===== config.mk =====
export PLATFORM = sky130hd
export DESIGN_NAME = dtc_top
export DESIGN_NICKNAME = d
export VERILOG_FILES = /design/src/core/dtc_pkg.sv /design/src/core/dtc_clk_sel.sv /design/src/core/dtc_counter.sv /design/src/core/dtc_top.sv
export VERILOG_INCLUDE_DIRS = /design/src /design/src/core
export SDC_FILE = /design/constraint.sdc
export NUM_CORES = 1
export LEC_CHECK = 0
export BUFFER_PORTS_ARGS = -buffer_cell sky130_fd_sc_hd__buf_4
export CAP_MARGIN = 20
export CORE_UTILIZATION = 50
export CTS_BUF_LIST = sky130_fd_sc_hd__clkbuf_16
export CTS_CLUSTER_DIAMETER = 120
export DETAILED_ROUTE_END_ITERATION = 12
export PLACE_DENSITY = 0.74
export SLEW_MARGIN = 20
export SYNTH_ARGS = -nofsm -noshare
export SYNTH_HDL_FRONTEND = slang
export SYNTH_SLANG_ARGS = --single-unit

===== constraint.sdc =====
create_clock -name core_clk -period 4.4 [get_ports core_clk]
set_clock_uncertainty 0.15 [all_clocks]
set_input_delay 0.66 -clock core_clk [delete_from_list [all_inputs] [get_ports core_clk]]
set_output_delay 0.66 -clock core_clk [all_outputs]
set_load 0.005 [all_outputs]

===== src/core/dtc_defs.svh =====
`ifndef DTC_DEFS_SVH
`define DTC_DEFS_SVH

// ***********************************
// Register word indexes (byte address = 4 * index)
// ***********************************
`define DTC_IDX_T2CTL    6'h18
`define DTC_IDX_T1CTL    6'h19
`define DTC_IDX_HIDATA   6'h1A
`define DTC_IDX_LODATA   6'h1B

// ***********************************
// Control register fields
// ***********************************
`define DTC_RUN          0
`define DTC_PAUSE        1
`define DTC_CS_LO        2
`define DTC_CS_HI        3
`define DTC_OS_LO        4
`define DTC_OS_HI        5
`define DTC_IE           6
`define DTC_IF           7

`define DTC_CS_DIV2      2'h0
`define DTC_CS_DIV32     2'h1
`define DTC_CS_DIV512    2'h2
`define DTC_CS_EXT       2'h3
`define DTC_CS_CASCADE   2'h3

`define DTC_OS_PORT      2'h0
`define DTC_OS_LOW       2'h1
`define DTC_OS_HIGH      2'h2
`define DTC_OS_HOLD      2'h3

// ***********************************
// Reset values and timing
// ***********************************
`define DTC_CTRL_RST     8'h00
`define DTC_DATA_RST     8'h00
`define DTC_CNT_MAX      8'hFF
`define DTC_DIV_W        9
`define DTC_MASK_2       9'h001
`define DTC_MASK_32      9'h01F
`define DTC_MASK_512     9'h1FF

`endif


===== src/core/dtc_pkg.sv =====
package dtc_pkg;
`include "dtc_defs.svh"

    typedef logic [7:0] dtc_byte_t;
    typedef logic [1:0] dtc_sel_t;

    typedef struct packed {
        dtc_byte_t cnt;
        dtc_byte_t latch;
    } dtc_cnt_s;

    typedef struct packed {
        logic [`DTC_DIV_W-1:0] div;
        logic                  ext_prev;
    } dtc_pre_s;

    typedef struct packed {
        dtc_byte_t ctl1;
        dtc_byte_t ctl2;
        dtc_byte_t data1;
        dtc_byte_t data2;
        logic      lvl;
        logic      ack;
        dtc_byte_t rdat;
    } dtc_core_s;

endpackage : dtc_pkg


===== src/core/dtc_clk_sel.sv =====
`timescale 1ns/1ns
`include "dtc_defs.svh"
module dtc_clk_sel (
    input  wire logic            core_clk,   // System clock
    input  wire logic            rst,        // Sync reset
    input  wire logic            inst_tick,  // One pulse per instruction cycle
    input  wire logic            ext_pin,    // External count input
    input  wire dtc_pkg::dtc_sel_t sel1,     // First timer select
    input  wire dtc_pkg::dtc_sel_t sel2,     // Second timer select
    output logic                 tick1,      // First count pulse
    output logic                 tick2       // Second count pulse
);
    import dtc_pkg::*;

    dtc_pre_s st;
    dtc_pre_s next_st;

    // Internal clock pulse for a select code
    function automatic logic int_tick(input dtc_sel_t s, input logic [`DTC_DIV_W-1:0] d,
                                      input logic t);
        logic [`DTC_DIV_W-1:0] m;
        m = (s == `DTC_CS_DIV2) ? `DTC_MASK_2 :
            (s == `DTC_CS_DIV32) ? `DTC_MASK_32 : `DTC_MASK_512;
        return t && ((d & m) == m);
    endfunction : int_tick

    always_comb begin
        next_st          = st;
        next_st.ext_prev = ext_pin;
        if (inst_tick) begin
            next_st.div = st.div + `DTC_DIV_W'(1);
        end
    end

    always_ff @(posedge core_clk) begin
        if (rst) begin
            st <= '0;
        end else begin
            st <= next_st;
        end
    end

    assign tick1 = (sel1 == `DTC_CS_EXT) ? (ext_pin & ~st.ext_prev)
                                          : int_tick(sel1, st.div, inst_tick);
    assign tick2 = int_tick(sel2, st.div, inst_tick);

endmodule : dtc_clk_sel


===== src/core/dtc_counter.sv =====
`timescale 1ns/1ns
module dtc_counter (
    input  wire logic              core_clk, // System clock
    input  wire logic              rst,      // Sync reset
    input  wire logic              inc,      // Count up
    input  wire logic              clr,      // Clear count
    input  wire logic              load,     // Reload compare latch
    input  wire dtc_pkg::dtc_byte_t data,    // Compare data register
    output dtc_pkg::dtc_byte_t     cnt,      // Current count
    output logic                   eq        // Count equals latch
);
    import dtc_pkg::*;

    dtc_cnt_s st;
    dtc_cnt_s next_st;

    always_comb begin
        next_st = st;
        if (clr) begin
            next_st.cnt = '0;
        end else if (inc) begin
            next_st.cnt = st.cnt + 8'h01;
        end
        if (load) begin
            next_st.latch = data;
        end
    end

    always_ff @(posedge core_clk) begin
        if (rst) begin
            st <= '0;
        end else begin
            st <= next_st;
        end
    end

    assign cnt = st.cnt;
    assign eq  = (st.cnt == st.latch);

endmodule : dtc_counter


===== src/core/dtc_top.sv =====
// Summary of operation
// - First select: 00 is 2, 01 is 32, 10 is 512 cycles, 11 external edges.
// - First run rising clears counter; counts if not paused; run low halts.
// - First pause freezes count; releasing it while running resumes from held value.
// - Output field 00 leaves pin as port bit; nonzero makes it square-wave output.
// - Writing 01 drives square-wave pin low, 10 drives it high.
// - Field 11 with run low holds the preset level.
// - Each first-timer or cascaded match inverts the pin while output enabled.
// - Eight-bit mode: first flag sets when counter equals its latch.
// - Cascaded mode: first flag sets only when both halves match together.
// - First request asserted only while first flag and enable are both set.
// - Writing 0 clears a match flag; writing 1 leaves it unchanged.
// - Second flag sets on its own match; request needs flag and enable.
// - Second select offers same three clocks; 11 selects cascaded mode.
// - Second run and pause behave like the first ones in eight-bit mode.
// - Cascaded counter started and stopped only by first run bit.
// - Cascaded counter paused only by first pause bit.
// - Cascaded mode uses only the first flag; second gives no request.
// - Cascaded mode request gated only by first enable bit.
// - Cascaded start clears low and high counters together.
// - Cascaded mode chains counters: first is low byte, second high byte.
// - Each match clears counter and reloads latch from its data register.
`timescale 1ns/1ns
`include "dtc_defs.svh"
module dtc_top (
    input  wire logic        core_clk,              // System clock, 250 MHz
    input  wire logic        rst,                   // Sync reset, active high
    input  wire logic [7:0]  wb_adr_i,              // Byte address
    input  wire logic [31:0] wb_dat_i,              // Write data
    output logic [31:0]      wb_dat_o,              // Read data
    input  wire logic        wb_we_i,               // Write enable
    input  wire logic [3:0]  wb_sel_i,              // Byte selects
    input  wire logic        wb_cyc_i,              // Cycle
    input  wire logic        wb_stb_i,              // Strobe
    output logic             wb_ack_o,              // Acknowledge
    input  wire logic        inst_tick,             // Instruction cycle pulse
    input  wire logic        external_count_pin,    // External count clock
    input  wire logic        shared_output_port_bit,// Port data for shared pin
    input  wire logic        port_dir_out,          // Port direction, 1 = output
    output logic             square_wave_pin_out,   // Shared pin level
    output logic             square_wave_pin_oe_n,  // Shared pin enable, low drives
    output logic             first_irq,             // First timer request
    output logic             second_irq             // Second timer request
);
    import dtc_pkg::*;

    // ***********************************
    // State
    // ***********************************
    dtc_core_s st;
    dtc_core_s next_st;

    dtc_byte_t cnt [2];
    logic      eq  [2];
    logic      inc [2];
    logic      clr [2];
    logic      load[2];
    dtc_byte_t dat [2];

    logic      tick1;
    logic      tick2;
    logic      mode16;
    logic      req;
    logic      wr;
    logic      wr_ctl1;
    logic      wr_ctl2;
    logic      start1;
    logic      start2;
    logic      run1;
    logic      run2;
    logic      cnt1_ev;
    logic      cnt2_ev;
    logic      match1;
    logic      match2;
    logic      match16;
    logic      set1;
    logic      set2;
    logic      wave_on;
    dtc_byte_t wbyte;
    logic [5:0] idx;

    // Register index hit
    function automatic logic hit(input logic [5:0] a, input logic [5:0] k);
        return a == k;
    endfunction : hit

    // ***********************************
    // Bus decode
    // ***********************************
    assign idx     = wb_adr_i[7:2];
    assign wbyte   = wb_dat_i[7:0];
    assign req     = wb_cyc_i & wb_stb_i;
    assign wr      = req & wb_we_i & st.ack & wb_sel_i[0];
    assign wr_ctl1 = wr & hit(idx, `DTC_IDX_T1CTL);
    assign wr_ctl2 = wr & hit(idx, `DTC_IDX_T2CTL);

    // ***********************************
    // Mode and run control
    // ***********************************
    // cascade select
    assign mode16 = (st.ctl2[`DTC_CS_HI:`DTC_CS_LO] == `DTC_CS_CASCADE);

    assign start1 = wr_ctl1 & wbyte[`DTC_RUN] & ~st.ctl1[`DTC_RUN];
    assign start2 = wr_ctl2 & wbyte[`DTC_RUN] & ~st.ctl2[`DTC_RUN] & ~mode16;

    assign run1 = st.ctl1[`DTC_RUN] & ~st.ctl1[`DTC_PAUSE];
    assign run2 = st.ctl2[`DTC_RUN] & ~st.ctl2[`DTC_PAUSE] & ~mode16;

    assign cnt1_ev = run1 & tick1;
    assign cnt2_ev = run2 & tick2;

    assign match1  = cnt1_ev & eq[0] & ~mode16;
    assign match2  = cnt2_ev & eq[1];
    assign match16 = cnt1_ev & eq[0] & eq[1] & mode16;

    assign set1 = match1 | match16;
    assign set2 = match2 & ~mode16;

    // ***********************************
    // Counter circuits
    // ***********************************
    always_comb begin
        clr[0]  = start1 | match1 | match16;
        load[0] = clr[0];
        inc[0]  = cnt1_ev;
        dat[0]  = st.data1;
        if (mode16) begin
            // high byte counts on low carry
            clr[1] = start1 | match16;
            inc[1] = cnt1_ev & (cnt[0] == `DTC_CNT_MAX);
        end else begin
            clr[1] = start2 | match2;
            inc[1] = cnt2_ev;
        end
        load[1] = clr[1];
        dat[1]  = st.data2;
    end

    genvar gi;
    generate
        for (gi = 0; gi < 2; gi++) begin : g_cnt
            dtc_counter u_cnt (
                .core_clk (core_clk),
                .rst      (rst),
                .inc      (inc[gi]),
                .clr      (clr[gi]),
                .load     (load[gi]),
                .data     (dat[gi]),
                .cnt      (cnt[gi]),
                .eq       (eq[gi])
            );
        end
    endgenerate

    dtc_clk_sel u_sel (
        .core_clk (core_clk),
        .rst      (rst),
        .inst_tick(inst_tick),
        .ext_pin  (external_count_pin),
        .sel1     (st.ctl1[`DTC_CS_HI:`DTC_CS_LO]),
        .sel2     (st.ctl2[`DTC_CS_HI:`DTC_CS_LO]),
        .tick1    (tick1),
        .tick2    (tick2)
    );

    // ***********************************
    // Next state
    // ***********************************
    always_comb begin
        next_st     = st;
        next_st.ack = req & ~st.ack;
        if (req & ~st.ack) begin
            next_st.rdat = '0;
            if (hit(idx, `DTC_IDX_T1CTL)) begin
                next_st.rdat = st.ctl1;
            end
            if (hit(idx, `DTC_IDX_T2CTL)) begin
                next_st.rdat = st.ctl2;
            end
            if (hit(idx, `DTC_IDX_LODATA)) begin
                next_st.rdat = cnt[0];
            end
            if (hit(idx, `DTC_IDX_HIDATA)) begin
                next_st.rdat = cnt[1];
            end
        end
        if (wr_ctl1) begin
            next_st.ctl1[6:0] = wbyte[6:0];
            if (wbyte[`DTC_OS_HI:`DTC_OS_LO] == `DTC_OS_LOW) begin
                next_st.lvl = 1'b0;
            end
            if (wbyte[`DTC_OS_HI:`DTC_OS_LO] == `DTC_OS_HIGH) begin
                next_st.lvl = 1'b1;
            end
        end
        if (wr_ctl2) begin
            next_st.ctl2[6:0] = wbyte[6:0];
        end
        if (wr & hit(idx, `DTC_IDX_LODATA)) begin
            next_st.data1 = wbyte;
        end
        if (wr & hit(idx, `DTC_IDX_HIDATA)) begin
            next_st.data2 = wbyte;
        end
        next_st.ctl1[`DTC_IF] = (st.ctl1[`DTC_IF] & ~(wr_ctl1 & ~wbyte[`DTC_IF])) | set1;
        next_st.ctl2[`DTC_IF] = (st.ctl2[`DTC_IF] & ~(wr_ctl2 & ~wbyte[`DTC_IF])) | set2;
        if (set1 & wave_on) begin
            next_st.lvl = ~st.lvl;
        end
    end

    always_ff @(posedge core_clk) begin
        if (rst) begin
            st.ctl1  <= `DTC_CTRL_RST;
            st.ctl2  <= `DTC_CTRL_RST;
            st.data1 <= `DTC_DATA_RST;
            st.data2 <= `DTC_DATA_RST;
            st.lvl   <= 1'b0;
            st.ack   <= 1'b0;
            st.rdat  <= '0;
        end else begin
            st <= next_st;
        end
    end

    // ***********************************
    // Outputs
    // ***********************************
    assign wb_ack_o = st.ack;
    assign wb_dat_o = {24'h000000, st.rdat};

    assign wave_on              = (st.ctl1[`DTC_OS_HI:`DTC_OS_LO] != `DTC_OS_PORT);
    assign square_wave_pin_out  = wave_on ? st.lvl : shared_output_port_bit;
    assign square_wave_pin_oe_n = wave_on ? 1'b0 : ~port_dir_out;

    assign first_irq  = st.ctl1[`DTC_IF] & st.ctl1[`DTC_IE];
    assign second_irq = st.ctl2[`DTC_IF] & st.ctl2[`DTC_IE] & ~mode16;
endmodule : dtc_top


# Word-level counts from Yosys, hierarchy flattened
# Cells that the tools add are included.
# W data, S select, Z words.
[word_totals] input_bits=53 regBits=84 out_inout_bits=37 word_cells=116
[op_classes] eq_ne=15 bitwise_logic=56 addsub=3 reduce_logical=10 mux=17
[ops] cell="$mux W9" count=4
[ops] cell="$and A1 B1 Y1" count=35
[ops] cell="$mux W8" count=4
[ops] cell="$eq A6 B5 Y1 const B" count=4
[ops] cell="$and A9 B9 Y9" count=2
[ops] cell="$eq A9 B9 Y1" count=2
[ops] cell="$add A8 B1 Y8 const B" count=2
[ops] cell="$eq A8 B8 Y1" count=2
[ops] cell="$not A1 Y1" count=12
[ops] cell="$add A9 B1 Y9 const B" count=1
[ops] cell="$mux W1" count=9
[ops] cell="$eq A8 B8 Y1 const B" count=1
[ops] cell="$or A1 B1 Y1" count=7
[ops] cell="$eq A2 B1 Y1 const B" count=3
[ops] cell="$eq A2 B2 Y1 const B" count=3
[ops] cell="$logic_not A2 Y1" count=2
[ops] cell="$reduce_bool A2 Y1" count=2
[ops] cell="$reduce_or A2 Y1" count=2
[ops] cell="$reduce_bool A3 Y1" count=1
[ops] cell="$logic_and A1 B1 Y1" count=2
[ops] cell="$reduce_and A2 Y1" count=1

# Longest topological paths before layout
# Gate-level depths: netlist of the first run.
[depth] ltp_word=15 depth_mapped=9 ltp_nobuf=6

# Hierarchy
# A second synthesis of the first run with hierarchy kept.
[unflattened] cells_unflattened=440 hier_area_um2=4207.8
[by_module_without_submodules] mod="dtc_top" n_inst=1 cells_each=218 area_per_inst_um2=2188.3 seq_area_each_um2=840.8
[by_module_without_submodules] mod="dtc_counter" n_inst=2 cells_each=84 area_per_inst_um2=772.0 seq_area_each_um2=320.3
[by_module_without_submodules] mod="dtc_clk_sel" n_inst=1 cells_each=54 area_per_inst_um2=475.5 seq_area_each_um2=200.2

# Worst setup path before layout of the first run
# Ideal clock, no wire load.
[synth_path] kind="input to register" from="in inst_tick" to="reg g_cnt[1].u_cnt.st (netlist bit g_cnt[1].u_cnt.cnt[0])" n_path_buf=3 t_required_ps=4118 setup_time_ps=132 stages=9 path_slack_ps=1858 t_arrival_ps=2260 cell_sequence="buf_4 -> nand2_1 -> or3_4 -> a2111oi_4 -> o22a_1 -> buf_4 -> and2_1 -> buf_4 -> nor3_1"
[synth_between] elab_chain_cells=9 elab_cells_between_ends=15 cone_classes="3 x mux; 9 x bitwise; 3 x reduce/logical"
[synth_lines] item="start: declaration" line_no="dtc_top.sv:36" text="input wire logic inst_tick,"
[synth_lines] item="$logic_and A1 B1 Y1" line_no="dtc_clk_sel.sv:24" text="return t && ((d & m) == m);"
[synth_lines] item="$mux W1" line_no="dtc_clk_sel.sv:43" text="assign tick1 = (sel1 == `DTC_CS_EXT) ? (ext_pin & ~st.ext_prev)"
[synth_lines] item="$and A1 B1 Y1" line_no="dtc_top.sv:109" text="assign cnt1_ev = run1 & tick1;"
[synth_lines] item="$and A1 B1 Y1 (3 in series)" line_no="dtc_top.sv:114" text="assign match16 = cnt1_ev & eq[0] & eq[1] & mode16;"
[synth_lines] item="$or A1 B1 Y1" line_no="dtc_top.sv:129" text="clr[1] = start1 | match16;"
[synth_lines] item="$mux W1" line_no="dtc_top.sv:127" text="if (mode16) begin"
[synth_lines] item="$reduce_or A2 Y1 (no line)"
[synth_lines] item="end signal: assignment" line_no="dtc_counter.sv:33" text="st <= next_st;"
[synth_lines] item="end: declaration" line_no="dtc_counter.sv:14" text="dtc_cnt_s st;"
# Parallel ways exist; a longest one is shown, timed or not.
# A chain may end at the register's enable or synchronous reset.

# Worst setup path in the final report of the first run
[layout_path] from="reg u_sel.st[3] (netlist name)" to="reg g_cnt[1].u_cnt.st (netlist bit g_cnt[1].u_cnt.cnt[6])"
[layout_between] elab_chain_cells=11 elab_cells_between_ends=19 cone_classes="2 x eq/ne; 3 x mux; 11 x bitwise; 3 x reduce/logical"
[layout_lines] item="start: declaration" line_no="dtc_clk_sel.sv:15" text="dtc_pre_s st;"
[layout_lines] item="start signal: assignment" line_no="dtc_clk_sel.sv:39" text="st <= next_st;"
[layout_lines] item="$and A9 B9 Y9" line_no="dtc_clk_sel.sv:24"
[layout_lines] item="$eq A9 B9 Y1" line_no="dtc_clk_sel.sv:24"
[layout_lines] item="$logic_and A1 B1 Y1" line_no="dtc_clk_sel.sv:24"
[layout_lines] item="$mux W1" line_no="dtc_clk_sel.sv:43"
[layout_lines] item="$and A1 B1 Y1" line_no="dtc_top.sv:109"
[layout_lines] item="$and A1 B1 Y1 (3 in series)" line_no="dtc_top.sv:114"
[layout_lines] item="$or A1 B1 Y1" line_no="dtc_top.sv:129"
[layout_lines] item="$mux W1" line_no="dtc_top.sv:127"
[layout_lines] item="$reduce_or A2 Y1 (no line)"
# Parallel ways exist; a longest one is shown, timed or not.

==> results of run 1 <==
-- power groups by stage --
stage	sequential, mW	combinational (mW)	clock, mW
3_3_place_gp	0.789	0.0754	0
6_report	0.773	0.0770	0.706
4_1_cts	0.773	0.0765	0.714
5_1_grt	0.773	0.0856	0.749
3_5_place_dp	0.789	0.0765	0
2_1_floorplan	0.788	0.0612	0
-- path summary, 6_finish.rpt --
kind	startpoint	endpoint	slack, ns	cells past startpoint
setup / recovery	u_sel.st[3]$_SDFFE_PP0P_	g_cnt[1].u_cnt.cnt[6]$_SDFFE_PP0P_	1.71	6
hold / removal	st[40]$_SDFFE_PP0P_	st[40]$_SDFFE_PP0P_	0.32	2
setup reg to reg	u_sel.st[3]$_SDFFE_PP0P_	g_cnt[1].u_cnt.cnt[6]$_SDFFE_PP0P_	1.71	6
hold reg to reg	st[40]$_SDFFE_PP0P_	st[40]$_SDFFE_PP0P_	0.32	2
-- worst max-delay path, delay by kind of cell, from the launching register on --
| kind | cells | cell delay (ns) |
|---|---|---|
| simple gates | 4 | 1.12 |
| compound gates | 2 | 0.87 |
| flops | 1 | 0.40 |
-- flip-flops by register name, summed over array words and instances (netlist names) --
signal           flops
wb_dat_o             8
u_sel.st            10
dat                 16
st                  17
wb_ack_o             1
g_cnt.u_cnt.cnt     16
g_cnt.u_cnt.st      16
-- cell families after synthesis --
group           synth area share
other cells             0.000901
buf+inv                   0.0854
fa+ha+maj                0.00902
mux                        0.101
simple gates               0.206
xor+xnor                  0.0800
compound gates             0.113
flops                      0.404
-- per-layer routing --
| layer | vias up | wire length (µm) | share of wire | track usage |
|---|---|---|---|---|
| met5 | - | 0 | 0 | 0 |
| met4 | 0 | 241 | 0.027 | 0.110 |
| met3 | 21 | 493 | 0.055 | 0.0350 |
| met2 | 141 | 4090 | 0.46 | 0.356 |
| met1 | 1531 | 4150 | 0.46 | 0.292 |
| li1 | 1622 | - | - | - |
-- layout make-up --
class	count	area, µm²
Sequential cell	84	1680
Clock buffer	9	225
Tap cell	102	128
Timing Repair Buffer	37	278
Inverter	4	15.0
Clock inverter	5	46.3
Multi-Input combinational cell	356	2210
Fill cell	697	3300
-- layout by cell type (no fill, tap or decap), drive strengths merged, types with 2 or more instances in the layout --
master	n
dfxtp	84
ha	3
a22oi	7
o21ai	17
and3	5
or2	3
conb	24
nand3	15
a21oi	31
a211oi	7
nor2	76
nand2	33
and2	5
a2111oi	2
and4	2
nand2b	2
mux2i	33
xor2	10
clkbuf	9
mux2	6
inv	5
buf	37
xnor2	28
nor3	10
clkinv	3
nor3b	2
nand4	18
-- stage by stage --
stage          hold slack (ns)  total power, mW  std cells
2_1_floorplan            0.292            0.849        499
3_3_place_gp             0.303            0.864        583
3_5_place_dp             0.310            0.866        583
4_1_cts                  0.320             1.56        597
5_1_grt                  0.349             1.61        597
6_report                 0.324             1.56        597
==> reports/qor.yml, run 1 <==
logic_synthesis:
  synthCells: 476
  yosysUniqueCellTypes: 52
  synth_area_leaders: "dfxtp_1 (40%), mux2i_1 (7.9%), nor2_1 (6.9%)"
  yosysMostFrequentCell: "dfxtp_1"
  ys_seq_area_frac: 0.404
  synth_top_area_cell: "dfxtp_1"
  synthArstFlopShare: 0
  synth-edff-count: 0
  yosys_register_bits: 84
  synth-main-ff-cell: "dfxtp_1"
  postSynthAreaPerCell_um2: 8.74
  syn_area_um2: 4160
  ys_warn_count: 0
  synth_common_cells: "dfxtp_1 (84), nor2_1 (76), buf_4 (35)"
  synth.top_cell.area_share: 0.404
global_routing:
  grt_pass1_wl_um: 15000
  antenna_found_initial: 0
  grt_overflow: 0
  track_usage: 0.223
  grt_max_degree: 80
  grt_pass1_vias: 3146
setup_path:
  cp_slowest_stage_delay_ns: 0.49
  cp-start-kind: "flip-flop"
  path_cells: "nand4_2 -> or3_4 -> a2111oi_4 -> o22a_1 -> and2_1 -> nor3_1"
  cp.required_ns: 4.43
  crit_path_top_delay_cell: "a2111oi_4"
  critPathMaxFanout: 9
  worst-setup-path-type: "reg2reg"
  arrival_ns: 2.72
  worstSetupEndpointType: "flip-flop"
detailed_routing:
  drc: 0
  vias_per_cell: 5.55
  wl_per_cell_um: 15.0
  antenna_left: 0
  wirelength_um: 8980
  drt_pass1_iterations: 5
  drtIter0Drc: 237
  vias: 3315
job:
  cap_viol_max_count: 0
clocking:
  htreeDepth: 3
  cts_root_buf: "clkbuf_16"
  cts_setup_buffers: 0
  hold_buffers: 0
  clk-insertion-delay-late_ns: 0.34
  cts_tree: "built"
  cts_num_sinks: 84
  clk_pin_slew_worst_paths_ns: 0.06
  clockBufferDepth: 2
  cts_made_buffers: 9
  cts_resized: 0
layout:
  nets: 548
  post-route-util: 0.581
  diodes: 0
  drive_gt1_frac: 0.133
  final_area_um2: 4580
  syn_to_final_growth_pct: 10.2
place:
  place.gp.congestion: 0.905
  io_buffers: 36
  hpwlAfterDp_um: 6260
  place_ws_ns: 1.44
  place_area_um2: 4310
power:
  power_density_nw_per_um2: 339
  power.internal_mw: 1.22
  peakVddDrop_v: 0.000218
  p_seq_frac: 0.497
  p_comb_frac: 0.050
  leakagePower_nw: 1.90
  p_sw_uw: 331
  p_sw_frac: 0.213
  power.share.clock: 0.454
timing:
  finalCritPeriodShare: 0.611
  fin_tns_setup_ns: 0
  worst_slack_ns: 1.71
  rsz0062_at_grt: "no"
  setup_viol: 0
  fin_crit_ns: 2.69
  tightest_slew_ns: 0.853
  slew_headroom: 0.429
  slew_viol_final: 0
  fmax_mhz: 372
  hold_viol_final: 0
min_path:
  holdCritPathClass: "reg2reg"
floorplan:
  io_pins: 90
  chipHeight_um: 93.2
  initial_core_util: 0.527
  core.rowCount: 32
  die_w_um: 93.2
  die_area_um2: 8690
  core_area_um2: 7890
outcome:
  status: "complete, no violations"
No activity file was read; power rests on OpenSTA's default activity.
==> inputs of run 2 (changes only) <==
--- a/config.mk
+++ b/config.mk
@@ -8,11 +8,11 @@
 export LEC_CHECK = 0
 export BUFFER_PORTS_ARGS = -buffer_cell sky130_fd_sc_hd__buf_4
 export CAP_MARGIN = 20
-export CORE_UTILIZATION = 50
+export CORE_UTILIZATION = 49
 export CTS_BUF_LIST = sky130_fd_sc_hd__clkbuf_16
 export CTS_CLUSTER_DIAMETER = 120
 export DETAILED_ROUTE_END_ITERATION = 12
-export PLACE_DENSITY = 0.74
+export PLACE_DENSITY = 0.76
 export SLEW_MARGIN = 20
 export SYNTH_ARGS = -nofsm -noshare
 export SYNTH_HDL_FRONTEND = slang
==> constraint.sdc (replaced) <==
create_clock -name core_clk -period 2.23 [get_ports core_clk]
set_clock_uncertainty 0.15 [all_clocks]
set_input_delay 0.3345 -clock core_clk [delete_from_list [all_inputs] [get_ports core_clk]]
set_output_delay 0.3345 -clock core_clk [all_outputs]
set_load 0.005 [all_outputs]
==> reports/qor.yml, run 2 (synthesis gave the netlist of run 1 again) <==
min_path:
  holdPathEnd: "u_sel.st[0]$_SDFF_PP0_"
  holdCritPathClass: "in2reg"
  min_path_cells: 2  # unchanged
  min-delay-start: "external_count_pin"
clocking:
  cts_num_sinks: 84  # unchanged
  cts_tree: "built"
  clk-insertion-delay-late_ns: 0.34  # about the same
  hold_buffers: 0  # unchanged
  clockBufferDepth: 2  # unchanged
  clk_pin_slew_worst_paths_ns: 0.06  # about the same
  htreeDepth: 3  # unchanged
  cts_made_buffers: 9  # unchanged
  cts_root_buf: "clkbuf_16"
setup_path:
  cp-start-kind: "flip-flop"
  cp_slowest_stage_delay_ns: 0.42  # -0.07 ns
  crit_path_top_delay_cell: "or3_4"
  worstSetupEndpointType: "flip-flop"
  cp-startpoint: "u_sel.st[4]$_SDFFE_PP0P_"
  arrival_ns: 2.27  # -0.45 ns
  critPathMaxFanout: 8  # -1
  r2r_end: "g_cnt[0].u_cnt.st[5]$_SDFFE_PP0P_"
  worst-setup-path-type: "reg2reg"
  path_cells: "nand4_4 -> or3_4 -> a2111oi_4 -> a32oi_1 -> buf_4 -> mux2i_1 -> nor2_1"
  r2r_cells: 7  # +1
  r2r_start: "u_sel.st[4]$_SDFFE_PP0P_"
  cp.required_ns: 2.29  # -2.14 ns
  ff2ff_setup_slack_ns: 0.02  # -1.69 ns
layout:
  regMostFlops: "st"
  diodes: 0  # unchanged
  layout_commonest_cell: "dfxtp_1"
  syn_to_final_growth_pct: 17.5
  nets: 581  # +6.0%
  most-common-layout-cells: "dfxtp_1 (78), nor2_1 (76), buf_4 (69)"
  fill_cells: 714  # +2.4%
  instances_no_fill: 635  # +6.4%
  drive_gt1_frac: 0.209  # +0.0761
  final_area_um2: 4890  # +6.6%
  largest_register_ffs: 17  # unchanged
timing:
  whs_ns: 0.0786  # -0.246 ns
  fin_crit_ns: 2.21  # -0.480 ns
  hold_viol_final: 0  # unchanged
  tightest_slew_ns: 0.663  # -0.190 ns
  rsz0062_at_grt: "yes"
  fmax_mhz: 453  # +22%
  slew_headroom: 0.558  # +0.129
  setup_viol: 0  # unchanged
  slew_viol_final: 0  # unchanged
  worst_slack_ns: 0.0203  # -1.69 ns
  fin_tns_setup_ns: 0  # unchanged
  finalCritPeriodShare: 0.991  # +0.380
global_routing:
  grt_pass1_vias: 3210  # +2.0%
  antenna_found_initial: 0  # unchanged
  grt_pass1_wl_um: 15200  # +1.1%
  grt_overflow: 0  # unchanged
  grt_max_degree: 37  # -54%
  track_usage: 0.229  # +0.00566
job:
  cap_viol_max_count: 0  # unchanged
detailed_routing:
  vias: 3447  # +4.0%
  drtIter0Drc: 190  # -20%
  drt_pass1_iterations: 4  # -1
  vias_per_cell: 5.43  # -2.2%
  wirelength_um: 9420  # +4.9%
  wl_per_cell_um: 14.8  # -1.4%
  antenna_left: 0  # unchanged
  drc: 0  # unchanged
power:
  peakVddDrop_v: 0.000360  # +65%
  power.internal_mw: 2.44  # +100%
  p_comb_frac: 0.057  # +0.007
  power_density_nw_per_um2: 641  # +89%
  leakagePower_nw: 2.08  # +9.4%
  power.share.clock: 0.456  # +0.002
  p_seq_frac: 0.486  # -0.011
  p_sw_uw: 688  # +110%
  p_sw_frac: 0.220  # +0.00665
floorplan:
  core.rowCount: 33  # +3.1%
  chipHeight_um: 94.1  # +0.99%
  die_area_um2: 8860  # +2.0%
  core_area_um2: 8220  # +4.2%
  die_w_um: 94.1  # +0.99%
  io_pins: 90  # unchanged
  initial_core_util: 0.506  # -0.0211
place:
  io_buffers: 36  # unchanged
  hpwlAfterDp_um: 6890  # +10%
  place_inst: 618  # +6.0%
  place_area_um2: 4560  # +5.7%
  place_ws_ns: -0.0835  # -1.52 ns
  place.gp.congestion: 0.891  # -1.6%
outcome:
  status: "complete, no violations"
==> run 2: changes by cell type in the layout (fill, tap and decap cells not counted), moves of 2 or more <==
cell	delta
dfxtp_1	-6
a21oi_1	-2
dfxtp_2	+6
buf_4	+32
o21ai_0	-7
a21oi_2	+2
o21ai_1	+7
==> run 2: metal layers <==
layer  track usage  up-vias  share of wire  wire (µm)
met5             0        -              0          0
met4         0.109        0          0.033        309
met3        0.0663       22          0.055        520
met2         0.371      113           0.46       4360
met1         0.275     1617           0.45       4230
li1              -     1695              -          -
==> run 2: through the flow <==
step / total power [mW] / utilization
global placement: 1.72 / 0.554
detailed placement: 1.73 / 0.554
CTS: 3.16 / 0.589
global route: 3.24 / 0.595
finish: 3.13 / 0.595
floorplan: 1.68 / -
==> run 2: worst max-delay path: cells and delay by family, from the launching register on <==
kind                   cells  cell delay, ns
AND/OR/NAND/NOR            3            0.61
AO/OA/AOI/OAI              2            0.55
flip-flops                 1            0.35
buffers and inverters      1            0.23
multiplexers               1            0.17
==> run 2: worst max-delay path by stage <==
stage / to / slack (ns) / cells after the start
3_5_place_dp: g_cnt[1].u_cnt.cnt[1]$_SDFFE_PP0P_ / -0.08 / 7
2_1_floorplan: g_cnt[1].u_cnt.cnt[0]$_SDFFE_PP0P_ / 0.01 / 9
5_1_grt: g_cnt[0].u_cnt.st[5]$_SDFFE_PP0P_ / -0.04 / 7
4_1_cts: g_cnt[0].u_cnt.st[5]$_SDFFE_PP0P_ / 0.004 / 7
3_3_place_gp: g_cnt[1].u_cnt.cnt[0]$_SDFFE_PP0P_ / -0.03 / 7
6_report: g_cnt[0].u_cnt.st[5]$_SDFFE_PP0P_ / 0.02 / 7
==> run 2: what timing repair did <==
action	in CTS	in global routing
endpoints found under the setup margin	8	28
gates cloned	0	0
gates resized for setup	1	19
pin swaps	0	3
buffers inserted	0	1
==> run 2: cell type report <==
type / count / area (µm²) / share of cell area
clock buffer: 9 / 225 / 0.0461
clock inverter: 7 / 58.8 / 0.0120
inverter: 4 / 15.0 / 0.00307
multi-input combinational: 356 / 2240 / 0.458
sequential: 84 / 1690 / 0.346
tap: 105 / 131 / 0.0269
timing repair buffer: 70 / 529 / 0.108
==> run 2: power by group through the flow <==
stage                     Combinational, mW  Sequential, mW  Clock [mW]
after global routing                  0.198            1.52        1.52
after global placement                0.171            1.55           0
after detailed placement              0.175            1.55           0
after CTS                             0.176            1.52        1.46
final                                 0.179            1.52        1.43
after floorplan                       0.121            1.55           0
==> inputs of run 3 (changes only) <==
--- a/config.mk
+++ b/config.mk
@@ -8,11 +8,11 @@
 export LEC_CHECK = 0
 export BUFFER_PORTS_ARGS = -buffer_cell sky130_fd_sc_hd__buf_4
 export CAP_MARGIN = 20
-export CORE_UTILIZATION = 49
+export CORE_MARGIN = 4
+export CORE_UTILIZATION = 25
 export CTS_BUF_LIST = sky130_fd_sc_hd__clkbuf_16
 export CTS_CLUSTER_DIAMETER = 120
 export DETAILED_ROUTE_END_ITERATION = 12
-export PLACE_DENSITY = 0.76
 export SLEW_MARGIN = 20
 export SYNTH_ARGS = -nofsm -noshare
 export SYNTH_HDL_FRONTEND = slang
==> reports/qor.yml, run 3 (synthesis gave the netlist of run 1 again) <==
floorplan:
  die_w_um: 137  # +46%
  core_area_um2: 16100  # +96%
  die_area_um2: 18800  # +110%
  io_pins: 90  # unchanged
  initial_core_util: 0.258  # -0.248
  core.rowCount: 46  # +39%
  chipHeight_um: 137  # +46%
layout:
  ff_latch_area_um2: 1690  # about the same
  most-common-layout-cells: "buf_4 (80), dfxtp_1 (79), nor2_1 (76)"
  syn_to_final_growth_pct: 24.6
  diodes: 0  # unchanged
  layout_commonest_cell: "buf_4"
  multiInputGateArea_um2: 2260  # +0.89%
  nets: 595  # +2.4%
  regMostFlops: "st"
  largest_register_ffs: 17  # unchanged
  fill_cells: 1697  # +140%
  drive_gt1_frac: 0.237  # +0.0277
detailed_routing:
  wl_per_cell_um: 13.3  # -10%
  drtIter0Drc: 223  # +17%
  vias: 3413  # -0.99%
  vias_per_cell: 4.49  # -17%
  antenna_left: 0  # unchanged
  wirelength_um: 10100  # +7.1%
  drc: 0  # unchanged
  drt_pass1_iterations: 4  # unchanged
global_routing:
  grt_pass1_vias: 3130  # -2.5%
  grt_max_degree: 37  # unchanged
  track_usage: 0.111  # -0.117
  antenna_found_initial: 0  # unchanged
  grt_overflow: 0  # unchanged
  grt_pass1_wl_um: 16100  # +6.1%
clocking:
  cts_root_buf: "clkbuf_16"
  clk_pin_slew_worst_paths_ns: 0.07  # about the same
  cts_tree: "built"
  clockBufferDepth: 2  # unchanged
  htreeDepth: 3  # unchanged
  cts_num_sinks: 84  # unchanged
  cts_made_buffers: 9  # unchanged
  clk-insertion-delay-late_ns: 0.35  # about the same
job:
  cap_viol_max_count: 0  # unchanged
timing:
  slew_viol_final: 0  # unchanged
  fmax_mhz: 444  # -1.9%
  tightest_slew_ns: 0.559  # -0.103 ns
  worst_slack_ns: -0.0229  # -0.0433 ns
  slew_headroom: 0.626  # +0.0676
  fin_crit_ns: 2.25  # +0.0433 ns
  fin_tns_setup_ns: -0.0307  # -0.0307 ns
  finalCritPeriodShare: 1.01  # +0.0194
  rsz0062_at_grt: "yes"
  hold_viol_final: 0  # unchanged
  setup_viol: 3  # +3
setup_path:
  arrival_ns: 2.32  # +0.05 ns
  worstSetupEndpointType: "flip-flop"
  cp-start-kind: "flip-flop"
  worst-setup-path-type: "reg2reg"
  cp.required_ns: 2.29  # about the same
  critPathMaxFanout: 7  # -1
power:
  leakagePower_nw: 2.17  # +4.3%
  p_seq_frac: 0.467  # -0.019
  p_sw_frac: 0.216  # -0.00420
  power.internal_mw: 2.56  # +4.6%
  power.share.clock: 0.478  # +0.022
  p_sw_uw: 702  # +2.0%
  power_density_nw_per_um2: 628  # -2.0%
  p_comb_frac: 0.054  # -0.003
  fin_total_pwr_mw: 3.26  # +4.0%
  peakVddDrop_v: 0.000301  # -16%
outcome:
  violations: "setup timing"
  status: "finished, violations left"
place:
  io_buffers: 36  # unchanged
  place.gp.congestion: 0.819  # -8.0%
  hpwlAfterDp_um: 7510  # +9.0%
min_path:
  holdCritPathClass: "in2reg"
[run 3: layout make-up]
type                    count  share of cell area
clock buffers               9              0.0434
clock inverters             7              0.0159
inverters                   4             0.00290
multi-input cells         356               0.436
flip-flops and latches     84               0.326
well taps                 216              0.0521
repair buffers             84               0.125
[run 3: worst paths after layout]
check                            from                                 end  slack (ns)  depth (start not counted)
min reg2reg       dat[5]$_SDFFE_PP0P_   g_cnt[1].u_cnt.st[5]$_SDFFE_PP0P_        0.32                          2
max reg2reg  u_sel.st[5]$_SDFFE_PP0P_  g_cnt[1].u_cnt.cnt[7]$_SDFFE_PP0P_       -0.02                          6
max          u_sel.st[5]$_SDFFE_PP0P_  g_cnt[1].u_cnt.cnt[7]$_SDFFE_PP0P_       -0.02                          6
min                external_count_pin              u_sel.st[0]$_SDFF_PP0_        0.07                          2
[run 3: timing repair]
| item | in CTS | in global routing |
|---|---|---|
| buffers inserted | 0 | 2 |
| gates resized for setup | 0 | 26 |
| setup endpoints to repair | 0 | 33 |
| hold buffers | 0 | 0 |
[run 3: critical path, stage by stage (launching register included)]
cell	delay [ns]
dfxtp_2	0.36
nand4_4	0.13
or3_4	0.42
a2111o_1	0.61
a211oi_2	0.25
xnor2_1	0.16
nor3_2	0.05
[run 3: per-layer routing]
metal	vias up	share of wire	global-route usage
met5	-	0	0
met4	0	0.024	0.0460
met3	20	0.078	0.0320
met2	101	0.41	0.162
met1	1570	0.49	0.153
li1	1722	-	-
[run 3: power groups by stage]
stage / combinational (mW) / sequential, mW / clock, mW
3_5_place_dp: 0.176 / 1.55 / 0
3_3_place_gp: 0.175 / 1.55 / 0
6_report: 0.177 / 1.52 / 1.56
5_1_grt: 0.195 / 1.52 / 1.65
2_1_floorplan: 0.121 / 1.55 / 0
4_1_cts: 0.177 / 1.52 / 1.59
[run 3: stage by stage]
step	cells	utilization	hold slack, ns	worst slack, ns	cell area [µm²]
2_1_floorplan	499	-	0.292	0.0137	4250
3_3_place_gp	742	0.297	0.306	-0.00909	4790
3_5_place_dp	742	0.297	0.318	-0.0142	4790
4_1_cts	758	0.316	0.0595	0.000660	5100
5_1_grt	760	0.322	0.0770	-0.131	5180
6_report	760	0.322	0.0720	-0.0229	5180
